<file path="src/wle_pkg.sv">
// Purpose: shared constants and types for the word load execution block
// Assumes: 32-bit registers, 32 general registers, byte-addressed storage
// Notes: register map for the AXI4-Lite command window lives here
//
// What this block does
// - string load address is index plus base, base zero when field zero
// - string load byte count comes from the transfer byte count field
// - four bytes per register, lowest address into most significant byte
// - bits right of the last loaded byte in last register are zero
// - registers fill from target upward, wrap from 31 to 0
// - zero byte count makes the string load a no-operation
// - storage, translation or compare fault ends string load as a no-op; registers loaded before it keep their data
// - bit 31 set on indexed forms may leave condition field zero undefined
// - multiple and string loads restart from the beginning after interrupt
// - reserving load reads indexed word into target and sets reservation
// - only reserving load sets reservation; conditional store always clears it
// - reserving load issues one word request at any alignment, never split
// - byte reversed load returns the word with byte order reversed
// - displacement is the full 32-bit DISP register value, base zero when field zero
// - word loads place the full 32-bit word in the target
// - update forms write the effective address back into the base register
package wle_pkg;
  localparam int unsigned WLE_XLEN = 32;
  localparam int unsigned WLE_NREG = 32;
  localparam int unsigned WLE_RIDX = 5;
  localparam int unsigned WLE_CNT_W = 7;
  localparam int unsigned WLE_BYTES_PER_REG = 4;

  // register byte addresses
  localparam logic [7:0] WLE_A_CMD = 8'h00;
  localparam logic [7:0] WLE_A_DISP = 8'h04;
  localparam logic [7:0] WLE_A_CNT = 8'h08;
  localparam logic [7:0] WLE_A_STAT = 8'h0c;
  localparam logic [7:0] WLE_A_GSEL = 8'h10;
  localparam logic [7:0] WLE_A_GDAT = 8'h14;
  localparam logic [7:0] WLE_A_FAULT = 8'h18;

  // cmd register fields, and the byte count field of the cnt register
  localparam int unsigned WLE_F_OP = 0;
  localparam int unsigned WLE_F_TGT = 4;
  localparam int unsigned WLE_F_BASE = 9;
  localparam int unsigned WLE_F_IDX = 14;
  localparam int unsigned WLE_F_B31 = 19;
  localparam int unsigned WLE_F_XTBC = 0;

  // status register fields
  localparam int unsigned WLE_S_BUSY = 0;
  localparam int unsigned WLE_S_RSV = 1;
  localparam int unsigned WLE_S_NOOP = 2;
  localparam int unsigned WLE_S_CR0U = 3;

  localparam logic [1:0] WLE_RESP_OK = 2'b00;
  localparam logic [1:0] WLE_RESP_SLVERR = 2'b10;

  typedef enum logic [3:0] {
    WLE_OP_NONE = 4'h0,
    WLE_OP_STRX = 4'h1,
    WLE_OP_LWARX = 4'h2,
    WLE_OP_LDBR = 4'h3,
    WLE_OP_LDD = 4'h4,
    WLE_OP_LDDU = 4'h5,
    WLE_OP_LDXU = 4'h6,
    WLE_OP_LDX = 4'h7,
    WLE_OP_STCX = 4'h8
  } wle_op_e;

  // one bit changes along idle, addr, wait, done
  typedef enum logic [2:0] {
    WLE_ST_IDLE = 3'b000,
    WLE_ST_ADDR = 3'b001,
    WLE_ST_WAIT = 3'b011,
    WLE_ST_DONE = 3'b010,
    WLE_ST_REQ = 3'b110
  } wle_state_e;

  typedef struct packed {
    logic valid;
    logic [WLE_XLEN-1:0] addr;
  } wle_mreq_s;

  typedef struct packed {
    logic valid;
    logic fault;
    logic [WLE_XLEN-1:0] data;
  } wle_mrsp_s;

  typedef struct packed {
    logic we;
    logic [WLE_RIDX-1:0] waddr;
    logic [WLE_XLEN-1:0] wdata;
  } wle_gwr_s;
endpackage

</file>
<file path="src/wle_regfile.sv">
// Purpose: general register array with two read ports and one write port
// Assumes: single clock, synchronous reset clears nothing but read registers
// Notes: read data come out of registers, one cycle after the address
`timescale 1ns/10ps
module wle_regfile #(
  parameter int unsigned DEPTH = 32,
  parameter int unsigned WIDTH = 32
) (
  input wire logic aclk,
  input wire logic aresetn,
  input wire logic ce,
  input wire wle_pkg::wle_gwr_s wr,
  input wire logic [$clog2(DEPTH)-1:0] raddr_a,
  input wire logic [$clog2(DEPTH)-1:0] raddr_b,
  output logic [WIDTH-1:0] rdata_a,
  output logic [WIDTH-1:0] rdata_b
);
  import wle_pkg::*;

  initial begin
    if (DEPTH < 2 || WIDTH < 8) $error("wle_regfile: bad geometry");
  end

  logic [WIDTH-1:0] mem [DEPTH];

  always_ff @(posedge aclk) begin
    if (ce && wr.we) begin
      mem[wr.waddr] <= wr.wdata[WIDTH-1:0];
    end
  end

  always_ff @(posedge aclk) begin
    if (!aresetn) begin
      rdata_a <= '0;
      rdata_b <= '0;
    end else if (ce) begin
      rdata_a <= mem[raddr_a];
      rdata_b <= mem[raddr_b];
    end
  end
endmodule

</file>
<file path="src/wle_pack.sv">
// Purpose: places string-load bytes into a register word
// Assumes: byte lane 0 is the most significant byte
// Notes: combinational; lanes at or past the count come out zero
`timescale 1ns/10ps
module wle_pack (
  input wire logic [31:0] mem_word,
  input wire logic [2:0] nbytes,
  output logic [31:0] packed_word
);
  import wle_pkg::*;

  always_comb begin
    packed_word = '0;
    for (int i = 0; i < WLE_BYTES_PER_REG; i++) begin
      if (i < int'(nbytes)) begin
        packed_word[31-8*i -: 8] = mem_word[31-8*i -: 8];
      end
    end
    // lanes beyond the count stay zero
  end
endmodule

</file>
<file path="src/wle_top.sv">
// Purpose: executes word loads, string load and reservation updates
// Assumes: storage answers each word request with one response, any latency
// Notes: commands issued over AXI4-Lite; storage port is request/response
`timescale 1ns/10ps
module wle_top (
  input wire logic aclk,
  input wire logic aresetn,
  input wire logic ce,
  // axi4-lite slave
  input wire logic [7:0] s_axi_awaddr,
  input wire logic s_axi_awvalid,
  output logic s_axi_awready,
  input wire logic [31:0] s_axi_wdata,
  input wire logic [3:0] s_axi_wstrb,
  input wire logic s_axi_wvalid,
  output logic s_axi_wready,
  output logic [1:0] s_axi_bresp,
  output logic s_axi_bvalid,
  input wire logic s_axi_bready,
  input wire logic [7:0] s_axi_araddr,
  input wire logic s_axi_arvalid,
  output logic s_axi_arready,
  output logic [31:0] s_axi_rdata,
  output logic [1:0] s_axi_rresp,
  output logic s_axi_rvalid,
  input wire logic s_axi_rready,
  // storage load path
  output wle_pkg::wle_mreq_s mreq,
  input wire wle_pkg::wle_mrsp_s mrsp,
  output logic reservation,
  output logic cond_undef
);
  import wle_pkg::*;

  // ----------------------------------------
  // state
  // ----------------------------------------
  wle_state_e st, next_st;
  wle_op_e op, next_op;
  logic [WLE_RIDX-1:0] tgt, next_tgt, bsel, next_bsel, isel, next_isel, cur, next_cur;
  logic [WLE_XLEN-1:0] ea, next_ea, cmd_disp, next_cmd_disp;
  logic [WLE_CNT_W-1:0] left, next_left, cnt_reg, next_cnt_reg;
  logic rsv, next_rsv, noop, next_noop, cr0u, next_cr0u, upd, next_upd;
  logic [WLE_RIDX-1:0] gsel, next_gsel;
  logic [WLE_XLEN-1:0] fault_in, next_fault_in;
  wle_mreq_s next_mreq;
  wle_gwr_s gwr;
  logic [WLE_XLEN-1:0] rd_a, rd_b, base, pk;
  logic [2:0] nb;
  logic start;
  logic [31:0] cmd_w;

  // ----------------------------------------
  // axi4-lite slave
  // ----------------------------------------
  logic aw_h, next_aw_h, w_h, next_w_h, next_awready, next_wready;
  logic [7:0] aw_a, next_aw_a;
  logic [31:0] w_d, next_w_d;
  logic next_bvalid, next_arready, next_rvalid;
  logic [1:0] next_bresp, next_rresp;
  logic [31:0] next_rdata;
  logic wr_go;

  always_comb begin
    next_aw_h = aw_h;
    next_w_h = w_h;
    next_aw_a = aw_a;
    next_w_d = w_d;
    next_bvalid = s_axi_bvalid;
    next_bresp = s_axi_bresp;
    next_arready = 1'b0;
    next_rvalid = s_axi_rvalid;
    next_rresp = s_axi_rresp;
    next_rdata = s_axi_rdata;
    wr_go = 1'b0;
    if (s_axi_awvalid && s_axi_awready) begin
      next_aw_h = 1'b1;
      next_aw_a = s_axi_awaddr;
    end
    if (s_axi_wvalid && s_axi_wready) begin
      next_w_h = 1'b1;
      next_w_d = s_axi_wdata;
    end
    if (aw_h && w_h && !s_axi_bvalid) begin
      wr_go = 1'b1;
      next_aw_h = 1'b0;
      next_w_h = 1'b0;
      next_bvalid = 1'b1;
      next_bresp = WLE_RESP_OK;
      if (aw_a > WLE_A_FAULT || aw_a[1:0] != 2'b00) next_bresp = WLE_RESP_SLVERR;
    end else if (s_axi_bvalid && s_axi_bready) begin
      next_bvalid = 1'b0;
    end
    next_awready = !next_aw_h && !next_bvalid;
    next_wready = !next_w_h && !next_bvalid;
    if (s_axi_rvalid && s_axi_rready) next_rvalid = 1'b0;
    if (s_axi_arvalid && s_axi_arready) begin
      next_rvalid = 1'b1;
      next_rresp = WLE_RESP_OK;
      case (s_axi_araddr)
        WLE_A_CMD: next_rdata = {28'h000_0000, op};
        WLE_A_DISP: next_rdata = cmd_disp;
        WLE_A_CNT: next_rdata = {25'h000_0000, cnt_reg};
        WLE_A_STAT: next_rdata = {28'h000_0000, cr0u, noop, rsv, st != WLE_ST_IDLE};
        WLE_A_GSEL: next_rdata = {27'h000_0000, gsel};
        WLE_A_GDAT: next_rdata = rd_b;
        WLE_A_FAULT: next_rdata = fault_in;
        default: begin
          next_rdata = '0;
          next_rresp = WLE_RESP_SLVERR;
        end
      endcase
    end else if (!next_rvalid && s_axi_arvalid && !s_axi_arready) begin
      next_arready = 1'b1;
    end
  end

  always_ff @(posedge aclk) begin
    if (!aresetn) begin
      aw_h <= 1'b0;
      w_h <= 1'b0;
      aw_a <= '0;
      w_d <= '0;
      s_axi_awready <= 1'b0;
      s_axi_wready <= 1'b0;
      s_axi_bvalid <= 1'b0;
      s_axi_bresp <= WLE_RESP_OK;
      s_axi_arready <= 1'b0;
      s_axi_rvalid <= 1'b0;
      s_axi_rresp <= WLE_RESP_OK;
      s_axi_rdata <= '0;
    end else if (ce) begin
      aw_h <= next_aw_h;
      w_h <= next_w_h;
      aw_a <= next_aw_a;
      w_d <= next_w_d;
      s_axi_awready <= next_awready;
      s_axi_wready <= next_wready;
      s_axi_bvalid <= next_bvalid;
      s_axi_bresp <= next_bresp;
      s_axi_arready <= next_arready;
      s_axi_rvalid <= next_rvalid;
      s_axi_rresp <= next_rresp;
      s_axi_rdata <= next_rdata;
    end
  end

  // ----------------------------------------
  // register file and packing
  // ----------------------------------------
  wle_regfile #(.DEPTH(WLE_NREG), .WIDTH(WLE_XLEN)) u_gpr (
    .aclk(aclk),
    .aresetn(aresetn),
    .ce(ce),
    .wr(gwr),
    .raddr_a(st == WLE_ST_IDLE ? next_bsel : bsel),
    .raddr_b(st == WLE_ST_IDLE ? (start ? next_isel : gsel) : isel),
    .rdata_a(rd_a),
    .rdata_b(rd_b)
  );

  assign nb = (left >= WLE_CNT_W'(WLE_BYTES_PER_REG)) ? 3'd4 : left[2:0];

  wle_pack u_pack (
    .mem_word(mrsp.data),
    .nbytes(nb),
    .packed_word(pk)
  );

  // ----------------------------------------
  // execution
  // ----------------------------------------
  assign cmd_w = w_d;
  assign start = wr_go && aw_a == WLE_A_CMD && st == WLE_ST_IDLE;
  assign base = (bsel == '0) ? '0 : rd_a;

  always_comb begin
    next_st = st;
    next_op = op;
    next_tgt = tgt;
    next_bsel = bsel;
    next_isel = isel;
    next_cur = cur;
    next_ea = ea;
    next_left = left;
    next_rsv = rsv;
    next_noop = noop;
    next_cr0u = cr0u;
    next_upd = 1'b0;
    next_cmd_disp = cmd_disp;
    next_cnt_reg = cnt_reg;
    next_gsel = gsel;
    next_fault_in = fault_in;
    next_mreq = mreq;
    gwr = '0;
    if (wr_go && aw_a == WLE_A_DISP) next_cmd_disp = w_d;
    if (wr_go && aw_a == WLE_A_CNT) next_cnt_reg = w_d[WLE_F_XTBC +: WLE_CNT_W];
    if (wr_go && aw_a == WLE_A_GSEL) next_gsel = w_d[WLE_RIDX-1:0];
    case (st)
      WLE_ST_IDLE: begin
        if (start) begin
          next_op = wle_op_e'(cmd_w[WLE_F_OP +: 4]);
          next_tgt = cmd_w[WLE_F_TGT +: WLE_RIDX];
          next_bsel = cmd_w[WLE_F_BASE +: WLE_RIDX];
          next_isel = cmd_w[WLE_F_IDX +: WLE_RIDX];
          next_cur = next_tgt;
          next_left = cnt_reg;
          next_noop = 1'b0;
          next_cr0u = cmd_w[WLE_F_B31];
          next_st = WLE_ST_ADDR;
          if (next_op == WLE_OP_STCX) begin
            next_rsv = 1'b0;
            next_st = WLE_ST_IDLE;
          end else if (next_op == WLE_OP_NONE || next_op > WLE_OP_STCX) begin
            next_st = WLE_ST_IDLE;
          end
        end
      end
      WLE_ST_ADDR: begin
        case (op)
          WLE_OP_LDD, WLE_OP_LDDU: next_ea = base + cmd_disp;
          default: next_ea = base + rd_b;
        endcase
        if (op == WLE_OP_STRX && left == '0) begin
          next_noop = 1'b1;
          next_st = WLE_ST_IDLE;
        end else begin
          next_mreq.valid = 1'b1;
          next_mreq.addr = next_ea;
          next_st = WLE_ST_WAIT;
        end
      end
      WLE_ST_WAIT: begin
        next_mreq.valid = 1'b0;
        if (mrsp.valid) begin
          next_fault_in = mrsp.fault ? ea : fault_in;
          if (op == WLE_OP_STRX) begin
            if (mrsp.fault) begin
              next_noop = 1'b1;
              next_st = WLE_ST_IDLE;
            end else begin
              gwr.we = 1'b1;
              gwr.waddr = cur;
              gwr.wdata = pk;
              next_cur = cur + 1'b1; // wraps 31 to 0
              next_left = left - WLE_CNT_W'(nb);
              next_ea = ea + 32'h0000_0004;
              if (next_left == '0) begin
                next_st = WLE_ST_IDLE;
              end else begin
                next_mreq.valid = 1'b1;
                next_mreq.addr = next_ea;
              end
            end
          end else if (!mrsp.fault) begin
            gwr.we = 1'b1;
            gwr.waddr = tgt;
            gwr.wdata = (op == WLE_OP_LDBR) ? {mrsp.data[7:0], mrsp.data[15:8],
              mrsp.data[23:16], mrsp.data[31:24]} : mrsp.data;
            if (op == WLE_OP_LWARX) next_rsv = 1'b1;
            next_upd = (op == WLE_OP_LDDU || op == WLE_OP_LDXU);
            next_st = next_upd ? WLE_ST_DONE : WLE_ST_IDLE;
          end else begin
            next_st = WLE_ST_IDLE;
          end
        end
      end
      WLE_ST_DONE: begin
        gwr.we = upd;
        gwr.waddr = bsel;
        gwr.wdata = ea;
        next_st = WLE_ST_IDLE;
      end
      default: next_st = WLE_ST_IDLE;
    endcase
  end

  always_ff @(posedge aclk) begin
    if (!aresetn) begin
      st <= WLE_ST_IDLE;
      op <= WLE_OP_NONE;
      tgt <= '0;
      bsel <= '0;
      isel <= '0;
      cur <= '0;
      ea <= '0;
      left <= '0;
      rsv <= 1'b0;
      noop <= 1'b0;
      cr0u <= 1'b0;
      upd <= 1'b0;
      cmd_disp <= '0;
      cnt_reg <= '0;
      gsel <= '0;
      fault_in <= '0;
      mreq <= '0;
      reservation <= 1'b0;
      cond_undef <= 1'b0;
    end else if (ce) begin
      st <= next_st;
      op <= next_op;
      tgt <= next_tgt;
      bsel <= next_bsel;
      isel <= next_isel;
      cur <= next_cur;
      ea <= next_ea;
      left <= next_left;
      rsv <= next_rsv;
      noop <= next_noop;
      cr0u <= next_cr0u;
      upd <= next_upd;
      cmd_disp <= next_cmd_disp;
      cnt_reg <= next_cnt_reg;
      gsel <= next_gsel;
      fault_in <= next_fault_in;
      mreq <= next_mreq;
      reservation <= next_rsv;
      cond_undef <= next_cr0u;
    end
  end
  // restart after interrupt is reissuing the command from scratch
endmodule

</file>
<file path="config.mk">
export PLATFORM = sky130hd
export DESIGN_NAME = wle_top
export DESIGN_NICKNAME = d
export VERILOG_FILES = /design/src/wle_pkg.sv /design/src/wle_regfile.sv /design/src/wle_pack.sv /design/src/wle_top.sv
export SDC_FILE = /design/constraint.sdc
export NUM_CORES = 2
export LEC_CHECK = 0
export BUFFER_PORTS_ARGS = -buffer_cell sky130_fd_sc_hd__buf_2
export CELL_PAD_IN_SITES_DETAIL_PLACEMENT = 0
export CELL_PAD_IN_SITES_GLOBAL_PLACEMENT = 1
export CORE_ASPECT_RATIO = 0.9
export CORE_UTILIZATION = 51
export CTS_CLUSTER_DIAMETER = 120
export CTS_CLUSTER_SIZE = 40
export DETAILED_ROUTE_END_ITERATION = 6
export PLACE_DENSITY = 0.85
export SLEW_MARGIN = 20
export SYNTH_ARGS = -nofsm -noshare
export SYNTH_HDL_FRONTEND = slang
export SYNTH_SLANG_ARGS = --single-unit
</file>
<file path="constraint.sdc">
create_clock -name aclk -period 5.97 [get_ports aclk]
set_clock_uncertainty 0.2 [all_clocks]
set_input_delay 0.8955 -clock aclk [delete_from_list [all_inputs] [get_ports aclk]]
set_output_delay 0.8955 -clock aclk [all_outputs]
set_load 0.005 [all_outputs]
</file>
==> run metrics <==
status=finished with violations; failing checks=design-rule violations; initial core utilization=0.5145; WL final=237.6 mm; ratio of cells with drive above 1 in the final layout=0.1157; number of flops mapped to enable cells by yosys=1024; xor/xnor cell area share of the yosys netlist=0.006123; setup TNS=0 ps; CP Cell Sequence=or4_1 -> or4_1 -> or4_1 -> o21ai_4 -> buf_4 -> nand2_4 -> a21oi_1 -> nor3_1 -> a211oi_1; core box area=125100 µm²; port bufs=163; global-route usage over all layers=0.3625; hold buffers post-CTS=0; post-CTS setup buffers=0; Clock Sinks=1347; RR Startpoint=aw_a[0]; Netlist cell types=82; fin crit share=0.8450; Adder-Cell Fraction of Synth Area=0.007114; Antenna Nets Post-Route=0; worst slew pin tran=1177 ps; Die Area=127600 µm²; number of global-route vias before repair=49070; top_reg_cell synth=edfxtp_1; number of flip-flops in the largest register=1024; area delta synth->final=7.587%; post-synthesis compound-gate area fraction=0.1575; Layout Cells excl Fill=7389; dpl cells=7309; DR iter-0 viols=8917; io pins=170; Syn Inst Count=5750; CTS buffer count=40; wire per inst=32.15 µm; Final GP Congestion=0.9601; PostCTS Resize Cnt=0; Tmin final=5045 ps; Cell Area, Synth=64370 µm²; Worst Setup End Kind=flop; CP arrival=5470 ps; Crit path top cell by count=or4_1; Clock Path Buffers=3; Buf/Inv on CP=1; Max VDD drop=206.2 µV; Post-synth ARST share=0; CP Launch Point=aw_a[0]; Mean Syn Cell Area=11.19 µm²; H-tree depth=2; largest net degree at the start of global routing=139; dpl ws=1154 ps; GR Overflow Total=0; Seq cells post-synth=1347; later-pin clock latency in the skew report=730 ps; clock root cell=clkbuf_16; total iterations of the first detailed-routing run=7; RSZ-0062 raised after global routing=false; worst-path fanout max=34; Yosys warning count=0; Worst Hold Class=input port to flop; Post-DP HPWL=141.5 mm; Worst setup SP type=flop; max incr delay on CP=830 ps; static leakage=24.27 nW; vias=51960; Pins Over Slew Limit=0; largest family of logic cells by synthesized area=compound AO/OA/AOI/OAI gates; mux contribution to synthesized area=0.08518; first-pass GRT wire length=337.7 mm; PD cells=214.4 nW/µm²; part of the Yosys area used for sequential elements=0.5782; Worst-path clk slew=160 ps; final setup fails=0; CTS tree=yes; initial antenna violation count=8; Die X=376.5 µm; number of placement rows=123; Req. time, crit path=6400 ps; critical hold path startpoint=s_axi_wdata[31]; fmax=198.2 MHz; Die Height=339.0 µm; Max-cap violations=0; Final Worst Setup Slack=925.4 ps; crit path max-delay cell type=buf_4; vias per cell=7.032; post-synthesis simple-gate area fraction=0.1328; Crit Path Class=flop to flop; Slew HR=0.2127; biggest regs=u_gpr.mem (1024), mreq (33); Nets=5795; Biggest register=u_gpr.mem; Top delay family on crit path=simple AND/OR/NAND/NOR gates; Hold Fails Final Rpt=0; DR DRC count=6
==> through the flow <==
| step | util | area [µm²] | power, mW | hold WS [ps] |
|---|---|---|---|---|
| 4_1_cts | 0.5529 | 69180 | 14.80 | 175.2 |
| 5_1_grt | 0.5534 | 69240 | 15.12 | 203.2 |
| 2_1_floorplan | - | 64380 | 10.52 | 230.8 |
| 3_3_place_gp | 0.5430 | 67940 | 10.78 | 238.7 |
| 6_report | 0.5535 | 69250 | 14.84 | 196.5 |
| 3_5_place_dp | 0.5431 | 67960 | 10.79 | 244.0 |
==> power by group <==
group,internal (mW),switching (mW)
registers,9.96,0.0717
clock network,1.39,2.84
logic,0.175,0.404
total,11.5,3.32
==> metal layers <==
metal | track usage | part of all wire
met4 | 0.1757 | 0.054
met5 | 0 | 0.000076
met3 | 0.1132 | 0.15
met1 | 0.4802 | 0.36
met2 | 0.5398 | 0.43
==> tightest hold or removal path, stage by stage <==
cell and delay [ps]:
buf_2 100, nand2_1 50, a21oi_1 50
==> synthesized netlist by cell type, types with 104 or more instances <==
cell      number  area, µm²
a21oi_1      476       2382
a211oi_1     406       3048
o22ai_1      137      857.1
nand2_1     1033       3877
dfxtp_1      323       6466
o21ai_0      166      830.8
clkbuf_1     377       1415
and3_1       243       1520
nor2_1       219      822.0
edfxtp_1    1024      30750
nor4_1       104      650.6
mux2i_1      289       2893
==> cells by family after synthesis <==
logic type | after synthesis
simple gates | 1863
compound gates | 1531
flops | 1347
buf+inv | 505
mux | 421
xor+xnor | 45
fa+ha+maj | 36
other cells | 2
==> layout by cell type, fill, tap and decap left out, types with 12 or more instances in the layout <==
cell type / netlist / routed
and4_1: 37 / 37
a22o_1: 32 / 32
edfxtp_1: 1024 / 1024
dfxtp_1: 323 / 323
a22oi_1: 40 / 40
a21o_1: 16 / 16
nand2_1: 1033 / 1026
nor2_4: 0 / 36
xnor2_1: 28 / 28
clkbuf_16: 0 / 41
a311oi_1: 39 / 39
a311o_1: 93 / 93
and3_1: 243 / 241
xor2_1: 17 / 17
nor2b_1: 39 / 37
o21ai_2: 3 / 24
nor4_1: 104 / 103
a31oi_1: 21 / 21
buf_4: 21 / 150
nor2_1: 219 / 183
nand2b_1: 15 / 12
mux4_2: 98 / 98
mux2i_1: 289 / 287
buf_12: 1 / 47
a222oi_1: 30 / 30
o21ai_0: 166 / 134
buf_2: 60 / 161
a21oi_1: 476 / 475
mux2_2: 34 / 33
clkbuf_1: 377 / 24
ha_1: 35 / 35
o22ai_1: 137 / 137
inv_1: 16 / 16
nand3_1: 47 / 46
nor3_1: 57 / 52
a211oi_1: 406 / 406
==> worst paths after layout <==
path                                     endpoint  slack, ps  cells after the start
worst max-delay path            u_gpr.rdata_a[20]        930                      9
worst min-delay path                    cmd_w[31]        200                      3
worst max register to register  u_gpr.rdata_a[20]        930                      9
worst min register to register            aw_a[5]        260                      2
==> area by class of cell <==
type | count | area [µm²]
multi-input combinational | 3900 | 25720
fill | 10470 | 55870
clock inverter | 8 | 106.4
inverter | 17 | 68.82
antenna | 6 | 15.01
timing repair buffer | 359 | 2900
clock buffer | 65 | 1116
sequential | 1347 | 37220
tap | 1687 | 2111
(Power assumes the default switching activity.)
